**config.mk**
```make
export PLATFORM = sky130hd
export DESIGN_NAME = hcf_front_end
export DESIGN_NICKNAME = d
export VERILOG_FILES = /design/src/hcf_pkg.sv /design/src/hcf_fifo_if.sv /design/src/hcf_cmd_fifo.sv /design/src/hcf_front_end.sv
export SDC_FILE = /design/constraint.sdc
export NUM_CORES = 2
export LEC_CHECK = 0
export ABC_CLOCK_PERIOD_IN_PS = 8400
export CELL_PAD_IN_SITES_DETAIL_PLACEMENT = 1
export CELL_PAD_IN_SITES_GLOBAL_PLACEMENT = 1
export CORE_MARGIN = 2
export CORE_UTILIZATION = 40
export DETAILED_ROUTE_END_ITERATION = 8
export DONT_BUFFER_PORTS = 1
export PLACE_DENSITY_LB_ADDON = 0.2
export RECOVER_POWER = 25
export SYNTH_ARGS = -nofsm -noshare
export SYNTH_HDL_FRONTEND = slang
export SYNTH_HIERARCHICAL = 1
export SYNTH_SLANG_ARGS = --single-unit
```
**constraint.sdc**
```tcl
create_clock -name mclk -period 8.4 [get_ports mclk]
set_clock_uncertainty 0.1 [all_clocks]
set_input_delay 2.1 -clock mclk [delete_from_list [all_inputs] [get_ports mclk]]
set_output_delay 2.1 -clock mclk [all_outputs]
set_load 0.01 [all_outputs]
```
**src/hcf_pkg.sv**
```systemverilog
// hcf_pkg: constants and types for the host command FIFO front end.
// assumes a 32-bit APB slave on one 250 MHz clock.
package hcf_pkg;
    localparam int          ADDR_W     = 14;
    localparam int          DATA_W     = 32;
    localparam int          FIFO_DEPTH = 16;
    localparam int          FIFO_AW    = 4;
    localparam int          CNT_W      = 5;
    localparam int          REG_N      = 64;
    localparam int          ID_W       = 6;
    localparam int          BCNT_W     = 14;
    // register byte offsets
    localparam logic [13:0] OFF_CTRL    = 14'h0000;
    localparam logic [13:0] OFF_FREE    = 14'h0004;
    localparam logic [13:0] OFF_DMA_ADR = 14'h0008;
    localparam logic [13:0] OFF_DMA_CNT = 14'h000C;
    localparam logic [13:0] OFF_STATUS  = 14'h0010;
    localparam logic [13:0] FIFO_LO     = 14'h2000;
    localparam logic [13:0] FIFO_HI     = 14'h2FFF;
    // control fields and reset value
    localparam int          CTRL_DISC   = 0;
    localparam int          CTRL_LBWI   = 1;
    localparam logic [1:0]  CTRL_RST    = 2'h0;
    // header word layout: [31:30] format, [29:16] count, [5:0] register id
    localparam int          HDR_FMT     = 30;
    localparam int          HDR_CNT     = 16;
    localparam logic [1:0]  FMT_BASIC   = 2'h0;
    localparam logic [1:0]  FMT_INDEX   = 2'h1;
    localparam logic [1:0]  FMT_HOLD    = 2'h2;
    localparam logic [13:0] GROUP_SIZE  = 14'h0004;
    // command and special register ids
    localparam logic [5:0]  ID_START    = 6'h10;
    localparam logic [5:0]  ID_RENDER   = 6'h20;
    localparam logic [5:0]  ID_LINE     = 6'h21;
    localparam logic [5:0]  ID_DOM      = 6'h22;
    localparam logic [5:0]  ID_SYNC     = 6'h23;
    typedef enum logic [2:0] {DEC_HEAD = 3'b001, DEC_DATA = 3'b010, DEC_SYNC = 3'b100} hcf_dec_t;
    typedef enum logic [2:0] {DMA_IDLE = 3'b001, DMA_FETCH = 3'b010, DMA_PUSH = 3'b100} hcf_dma_t;
    typedef enum logic [1:0] {CMD_RENDER = 2'h0, CMD_LINE = 2'h1, CMD_DOM = 2'h2} hcf_cmd_t;
endpackage

```
**src/hcf_fifo_if.sv**
```systemverilog
// hcf_fifo_if: push and pop sides of the command FIFO.
// assumes both ends run on mclk.
`timescale 1ns/100ps
interface hcf_fifo_if;
    logic        push;
    logic [31:0] pushData;
    logic        pop;
    logic [31:0] popData;
    logic        full;
    logic        empty;
    logic [4:0]  freeCount;
    modport owner (input push, pushData, pop, output popData, full, empty, freeCount);
    modport user  (output push, pushData, pop, input popData, full, empty, freeCount);
endinterface

```
**src/hcf_cmd_fifo.sv**
```systemverilog
// hcf_cmd_fifo: show-ahead command FIFO with free-entry count.
// assumes push is never raised while full and pop never while empty.
`timescale 1ns/100ps
module hcf_cmd_fifo
    import hcf_pkg::*;
(
    input wire logic mclk,  // clock
    input wire logic rst_n, // synchronous reset, low
    input wire logic ce,    // clock enable
    hcf_fifo_if.owner f     // fifo ports
);
    logic [31:0]      mem [FIFO_DEPTH];
    logic [FIFO_AW-1:0] wrPtr;
    logic [FIFO_AW-1:0] rdPtr;
    logic [CNT_W-1:0]   used;
    wire              doPush = f.push & ~f.full;
    wire              doPop  = f.pop & ~f.empty;

    // flags from the fill level
    assign f.full      = (used == CNT_W'(FIFO_DEPTH));
    assign f.empty     = (used == '0);
    assign f.freeCount = CNT_W'(FIFO_DEPTH) - used;
    assign f.popData   = mem[rdPtr];

    // pointers and fill level
    always_ff @(posedge mclk) begin
        if (!rst_n) begin
            wrPtr <= '0;
            rdPtr <= '0;
            used  <= '0;
        end else if (ce) begin
            if (doPush) wrPtr <= wrPtr + 1'b1;
            if (doPop) rdPtr <= rdPtr + 1'b1;
            used <= used + CNT_W'(doPush) - CNT_W'(doPop);
        end
    end

    // storage has no reset
    always_ff @(posedge mclk) begin
        if (ce && doPush) mem[wrPtr] <= f.pushData;
    end
endmodule // hcf_cmd_fifo

```
**src/hcf_front_end.sv**
```systemverilog
// hcf_front_end: APB-fed command FIFO, DMA loader and command decoder.
// assumes an APB master on mclk; DMA memory answers on the same clock.
// Operation
// whole alias window writes the FIFO port; here only word-aligned addresses hit it, others end with pslverr
// host bursts ascending by four bytes
// full FIFO stalls write, data kept
// host repeats stalled write until taken
// free entry count is readable
// basic format carries id and value
// indexed header loads a register group
// hold header streams words to one register
// DMA pushes fetched words into FIFO
// DMA completion raises interrupt
// loaded registers persist across primitives
// render redraws with stored clip values
// continue resumes from stored edge state
// software keeps render and continues atomic
// no write-read ordering across continue
// sync drains pending writes before reads
// inhibit bit stops local buffer writes
// software disables unused units
// software loads command register last
// software drains the output FIFO
// stall option bit; else full drops data
// free count tracks pushes and pops
`timescale 1ns/100ps
module hcf_front_end (
    input  wire logic                  mclk,             // 250 MHz clock
    input  wire logic                  rst_n,            // synchronous reset, low
    input  wire logic                  ce,               // freezes state when low
    input  wire logic                  psel,             // APB select
    input  wire logic                  penable,          // APB enable
    input  wire logic                  pwrite,           // APB write
    input  wire logic [hcf_pkg::ADDR_W-1:0] paddr,       // APB byte address
    input  wire logic [31:0]           pwdata,           // APB write data
    output logic      [31:0]           prdata,           // APB read data
    output logic                       pready,           // APB ready
    output logic                       pslverr,          // unmapped access
    output logic                       dmaReq,           // DMA word fetch request
    output logic      [31:0]           dmaAddr,          // DMA fetch address
    input  wire logic                  dmaAck,           // fetch answered
    input  wire logic [31:0]           dmaData,          // fetched word
    output logic                       dmaIrq,           // DMA done, level
    output logic                       cmdStrobe,        // command pulse
    output hcf_pkg::hcf_cmd_t          cmdKind,          // command type
    output logic                       cmdUseEdge,       // resume from edge state
    output logic      [31:0]           cmdEdgeStart,     // edge start value
    output logic                       syncHold,         // draining writes
    input  wire logic                  memWritesPending, // writes not yet in memory
    output logic                       lbWriteInhibit,   // no local buffer writes
    input  wire logic [hcf_pkg::ID_W-1:0] regSel,        // register read select
    output logic      [31:0]           regValue          // selected register
);
    import hcf_pkg::*;

    hcf_fifo_if f ();
    hcf_cmd_fifo uFifo (.mclk(mclk), .rst_n(rst_n), .ce(ce), .f(f));

    logic [1:0]        ctrl;
    logic              accept;
    logic [BCNT_W-1:0] dmaCount;
    logic [31:0]       dmaWord;
    hcf_dma_t          dmaState;
    hcf_dec_t          decState;
    logic [1:0]        decFmt;
    logic [ID_W-1:0]   decId;
    logic [BCNT_W-1:0] decCount;
    logic [31:0]       regs [REG_N];
    logic [31:0]       edgeState;

    // APB decode
    wire access   = psel & penable;
    wire aligned  = (paddr[1:0] == 2'h0);
    wire fifoHit  = (paddr >= FIFO_LO) && (paddr <= FIFO_HI) && aligned;
    wire hitCtrl  = (paddr == OFF_CTRL);
    wire hitFree  = (paddr == OFF_FREE);
    wire hitAdr   = (paddr == OFF_DMA_ADR);
    wire hitCnt   = (paddr == OFF_DMA_CNT);
    wire hitStat  = (paddr == OFF_STATUS);
    wire mapped   = fifoHit | hitCtrl | hitFree | hitAdr | hitCnt | hitStat;
    wire fifoWr   = access & pwrite & fifoHit;
    wire stallFul = fifoWr & f.full & ctrl[CTRL_DISC];
    wire apbDone  = access & pready;
    wire regWr    = apbDone & pwrite;
    wire next_pready = access & ~pready & ~stallFul;
    wire [31:0] statusWord = {24'h0, decState, dmaState, syncHold, dmaIrq};
    wire [31:0] readMux =
        hitCtrl ? {30'h0, ctrl} :
        hitFree ? {27'h0, f.freeCount} :
        hitAdr  ? dmaAddr :
        hitCnt  ? {18'h0, dmaCount} :
        hitStat ? statusWord : 32'h0;

    // a write to a full FIFO with stalling off finishes and is dropped
    wire apbPush = regWr & fifoHit & accept;
    wire dmaPush = (dmaState == DMA_PUSH) & ~f.full & ~fifoWr;
    wire dmaLast = (dmaCount == BCNT_W'(1));
    wire dmaStart = regWr & hitCnt & (dmaState == DMA_IDLE) & (pwdata[BCNT_W-1:0] != '0);

    // decoder selection
    wire decPop   = ~f.empty & ((decState == DEC_HEAD) | (decState == DEC_DATA));
    wire headPop  = decPop & (decState == DEC_HEAD);
    wire dataPop  = decPop & (decState == DEC_DATA);
    wire [1:0] hdrFmt = f.popData[HDR_FMT+1:HDR_FMT];
    wire [BCNT_W-1:0] hdrCnt = f.popData[HDR_CNT+BCNT_W-1:HDR_CNT];
    wire [BCNT_W-1:0] next_count = (hdrFmt == FMT_HOLD) ? hdrCnt :
                                   (hdrFmt == FMT_INDEX) ? GROUP_SIZE : BCNT_W'(1);
    wire [ID_W-1:0] next_id = (hdrFmt == FMT_INDEX) ? {f.popData[3:0], 2'h0} :
                              f.popData[ID_W-1:0];
    wire isRender = (decId == ID_RENDER);
    wire isCmd    = isRender | (decId == ID_LINE) | (decId == ID_DOM);
    wire isSync   = (decId == ID_SYNC);
    wire lastWord = (decCount == BCNT_W'(1));

    assign f.push     = apbPush | dmaPush;
    assign f.pushData = apbPush ? pwdata : dmaWord;
    assign f.pop      = decPop;

    // APB answer; a stalled full write keeps pready low until space frees
    always_ff @(posedge mclk) begin
        if (!rst_n) begin
            pready  <= 1'b0;
            pslverr <= 1'b0;
            prdata  <= 32'h0;
            accept  <= 1'b0;
        end else if (ce) begin
            pready <= next_pready;
            if (next_pready) begin
                pslverr <= ~mapped;
                prdata  <= pwrite ? 32'h0 : readMux;
                accept  <= ~f.full;
            end
        end
    end

    // software control bits
    always_ff @(posedge mclk) begin
        if (!rst_n) begin
            ctrl           <= CTRL_RST;
            lbWriteInhibit <= 1'b0;
        end else if (ce) begin
            if (regWr && hitCtrl) ctrl <= pwdata[1:0];
            lbWriteInhibit <= ctrl[CTRL_LBWI];
        end
    end

    // DMA loader: one outstanding fetch, then a push that waits for room
    always_ff @(posedge mclk) begin
        if (!rst_n) begin
            dmaState <= DMA_IDLE;
            dmaReq   <= 1'b0;
            dmaAddr  <= 32'h0;
            dmaCount <= '0;
            dmaWord  <= 32'h0;
            dmaIrq   <= 1'b0;
        end else if (ce) begin
            case (dmaState)
                DMA_IDLE: begin
                    if (regWr && hitAdr) dmaAddr <= pwdata;
                    if (regWr && hitCnt) dmaIrq <= 1'b0;
                    if (dmaStart) begin
                        dmaCount <= pwdata[BCNT_W-1:0];
                        dmaReq   <= 1'b1;
                        dmaState <= DMA_FETCH;
                    end
                end
                DMA_FETCH: begin
                    if (dmaAck) begin
                        dmaWord  <= dmaData;
                        dmaReq   <= 1'b0;
                        dmaState <= DMA_PUSH;
                    end
                end
                DMA_PUSH: begin
                    if (dmaPush) begin
                        dmaAddr  <= dmaAddr + 32'h4;
                        dmaCount <= dmaCount - BCNT_W'(1);
                        if (dmaLast) begin
                            dmaIrq   <= 1'b1;
                            dmaState <= DMA_IDLE;
                        end else begin
                            dmaReq   <= 1'b1;
                            dmaState <= DMA_FETCH;
                        end
                    end
                end
                default: dmaState <= DMA_IDLE;
            endcase
        end
    end

    // command decoder; a sync word parks it until writes have drained
    always_ff @(posedge mclk) begin
        if (!rst_n) begin
            decState <= DEC_HEAD;
            decFmt   <= FMT_BASIC;
            decId    <= '0;
            decCount <= '0;
            syncHold <= 1'b0;
        end else if (ce) begin
            case (decState)
                DEC_HEAD: begin
                    if (headPop) begin
                        decFmt   <= hdrFmt;
                        decId    <= next_id;
                        decCount <= next_count;
                        if (next_count != '0) decState <= DEC_DATA;
                    end
                end
                DEC_DATA: begin
                    if (dataPop) begin
                        decCount <= decCount - BCNT_W'(1);
                        if (decFmt == FMT_INDEX) decId <= decId + 1'b1;
                        if (isSync) begin
                            syncHold <= 1'b1;
                            decState <= DEC_SYNC;
                        end else if (lastWord) begin
                            decState <= DEC_HEAD;
                        end
                    end
                end
                DEC_SYNC: begin
                    if (!memWritesPending) begin
                        syncHold <= 1'b0;
                        decState <= (decCount == '0) ? DEC_HEAD : DEC_DATA;
                    end
                end
                default: decState <= DEC_HEAD;
            endcase
        end
    end

    // register file: values stay until rewritten, so a render reuses them
    always_ff @(posedge mclk) begin
        if (ce && dataPop) regs[decId] <= f.popData;
    end

    // command issue; continues skip any ordering wait, only sync gives one
    always_ff @(posedge mclk) begin
        if (!rst_n) begin
            cmdStrobe    <= 1'b0;
            cmdKind      <= CMD_RENDER;
            cmdUseEdge   <= 1'b0;
            cmdEdgeStart <= 32'h0;
            edgeState    <= 32'h0;
            regValue     <= 32'h0;
        end else if (ce) begin
            cmdStrobe <= dataPop & isCmd;
            regValue  <= regs[regSel];
            if (dataPop && isCmd) begin
                cmdKind    <= hcf_cmd_t'(decId[1:0]);
                cmdUseEdge <= ~isRender;
                if (isRender) begin
                    edgeState    <= regs[ID_START];
                    cmdEdgeStart <= regs[ID_START];
                end else begin
                    cmdEdgeStart <= edgeState;
                end
            end
        end
    end
endmodule // hcf_front_end

```
==> summary.txt <==
Worst setup path
  • Worst Path Required: 8770 ps
  • Setup crit start kind: register
  • Setup Crit Path Kind: reg2reg
  • CP arrival: 7190 ps
  • Peak fanout along the critical path: 106
  • Worst setup EP type: register

Yosys
  • Flops & latches, synth: 2792
  • Synth top cells by count: edfxtp_1, mux4_2, nand2_1, dfxtp_1, clkbuf_1
  • Syn_nets: 5746
  • Unique cell type count in the Yosys netlist: 93
  • Post-synth ARST share: 0
  • Mapped Area: 109000 um^2
  • Synth area leader: edfxtp_1
  • Synth top area share: 0.705
  • Most frequent cell after synthesis: edfxtp_1
  • Post-synthesis sequential area ratio: 0.747
  • Synth Flop Type: edfxtp_1
  • Mean Syn Cell Area: 19.4 um^2
  • Ranking of synthesized cells by area: edfxtp_1, mux4_2, dfxtp_1
  • Cells after Synth: 5629
  • Warnings, synthesis: 6
  • Number of synthesized flops with an enable pin: 2560

Drt
  • Routed WL: 324000 um
  • Initial DRC Count: 6065
  • Number of antenna-violating nets in the routed design: 0
  • DRC: 0
  • Via density: 5.99
  • 1st-pass router iterations: 6
  • Routed wire per std cell: 33.9 um
  • DR vias: 57329

STA
  • RSZ-0062 raised after global routing: false
  • Fmax: 0.147 GHz
  • Final Worst Setup Slack: 1580 ps
  • Final Critical Period: 6820 ps
  • Worst slew pin tran: 4220 ps
  • Slew Limit Fails: 892
  • TNS Setup: 0 ps
  • Fin crit share: 0.812
  • Hold_ws: 355 ps
  • # setup viols final: 0
  • Worst slew margin: -1.82
  • Final hold violation count: 0

Floorplanning
  • Initial core utilization: 0.402
  • Rows: 191
  • Die X-Extent: 526 um
  • Die area: 277000 um^2
  • Io pins: 230
  • Core area: 271000 um^2
  • Die Y: 526 um

Clock network
  • Sink Count: 2792
  • Root Buffer: clkbuf_16
  • Clock Path Buffers: 4
  • Clk_lat worst skew: 910 ps
  • Post-CTS Setup Repair Bufs: 0
  • H-tree Lvls: 5
  • Worst-path clk slew: 60 ps
  • Post-CTS Hold Buffers: 0
  • CTS tree: yes
  • Cts bufs inserted: 303
  • PostCTS Resize Cnt: 0

Final layout
  • Area added between synthesis and finish: 13.2%
  • Share of cells above drive strength 1: 0.225
  • Fillers: 25129
  • Nets: 5859

Placement
  • I/O Buffers: 0
  • Post-DP HPWL: 186000 um
  • Worst slack, placed: 2370 ps
  • Gp weighted congestion: 0.835

Outcome
  • Status: complete, but fails checks
  • Failing checks: max-capacitance violations, max-slew violations

Global route
  • Largest net degree at the start of global routing: 596
  • Vias in the first global route: 59278
  • Antenna violations before repair: 29
  • First-pass GRT wire length: 461000 um
  • GRT overflow: 0
  • GRT Resource Usage Total: 0.232

Flow run
  • Max_cap viols: 16

Pwr
  • IR drop worst, VDD: 0.000192 V
  • Static leakage: 38.6 nW
  • PD cells: 274 nW/um^2

Worst hold path
  • HP Class: reg2reg
## final cells by class
class,instances,area (um^2),share of cell area
multi-input cells,2461,26400,0.214
clock buffers,405,8090,0.0655
flip-flops and latches,2792,81500,0.660
inverters,30,121,0.000983
diodes,15,37.5,0.000304
well taps,3570,4470,0.0362
repair buffers,154,1190,0.00963
clock inverters,144,1640,0.0133
## report_power, final
part / internal, W / switching (W) / total [W]
clock network: 0.00755 / 0.00566 / 0.0132
logic: 0.000964 / 0.00292 / 0.00388
registers: 0.0165 / 0.000194 / 0.0167
## final timing paths
path | slack (ps) | startpoint | endpoint | depth (start not counted)
worst max-delay path | 1580 | register | regs[56][24] | 6
worst min-delay path | 360 | dmaWord[29] | dmaWord[29] | 2
worst max register to register | 1580 | register | regs[56][24] | 6
worst min register to register | 360 | dmaWord[29] | dmaWord[29] | 2
## sequential cells by signal, indices dropped and copies added, names as in the netlist, 6 cells and up, named ones only
signal     count
decCount      14
decId          6
dmaAddr       32
dmaCount      14
dmaWord       32
edgeState     32
prdata        32
regValue      32
regs        2048
uFifo/mem    512
## per-stage QoR
step / instance area, um^2 / utilization / instances / total power (W)
after floorplan: 109000 / - / 5629 / 0.0190
after global placement: 114000 / 0.419 / 9003 / 0.0207
after detailed placement: 114000 / 0.419 / 9003 / 0.0208
after CTS: 123000 / 0.455 / 9552 / 0.0339
after global routing: 123000 / 0.455 / 9565 / 0.0348
final: 123000 / 0.456 / 9571 / 0.0338
## cells by family (layout without fill, tap and decap cells)
kind of cell             count (synthesis)  in the layout  share of synthesized area
multiplexers                           831            831                      0.149
AND/OR/NAND/NOR                        887            887                     0.0382
XOR/XNOR                                12             12                   0.000964
buffers and inverters                  376            733                     0.0166
adder cells (fa/ha/maj)                 25             25                    0.00294
flip-flops                            2792           2792                      0.747
other                                    0             15                          0
AO/OA/AOI/OAI                          706            706                     0.0447
## placed cells by master (no fill, tap or decap), types with 24 or more instances in the layout
cell	netlist	layout
o221ai_1	50	50
buf_4	43	131
nor2_4	0	67
and2_1	56	31
o31ai_1	27	27
mux4_2	635	635
clkbuf_16	0	304
nand2_1	399	370
o21ai_0	53	53
mux2i_1	182	182
dfxtp_1	232	230
nor2_1	183	116
o22ai_1	53	53
clkinv_1	0	51
nor3_1	27	26
a22oi_1	103	103
inv_1	28	27
nand2_2	0	29
ha_1	24	24
clkinv_2	0	36
nand3_1	55	55
a31oi_1	27	26
clkbuf_1	196	103
a21oi_1	189	189
edfxtp_1	2560	2560
## routing by layer
metal  up-vias  track usage  routed length (um)
met1     31475        0.327              137000
met4         2       0.0612                8940
met2      1971        0.374              157000
met5         -            0                  13
li1      23429            -                   -
met3       452       0.0391               21400
## worst max-delay path, cell delays in order (launching register included)
cell and delay [ps]:
dfxtp_4 590, clkbuf_2 2320, mux4_2 650, a22oi_1 120
nand2_2 90, clkbuf_1 940, clkbuf_2 1230
Power figures use the tool's default switching activity.
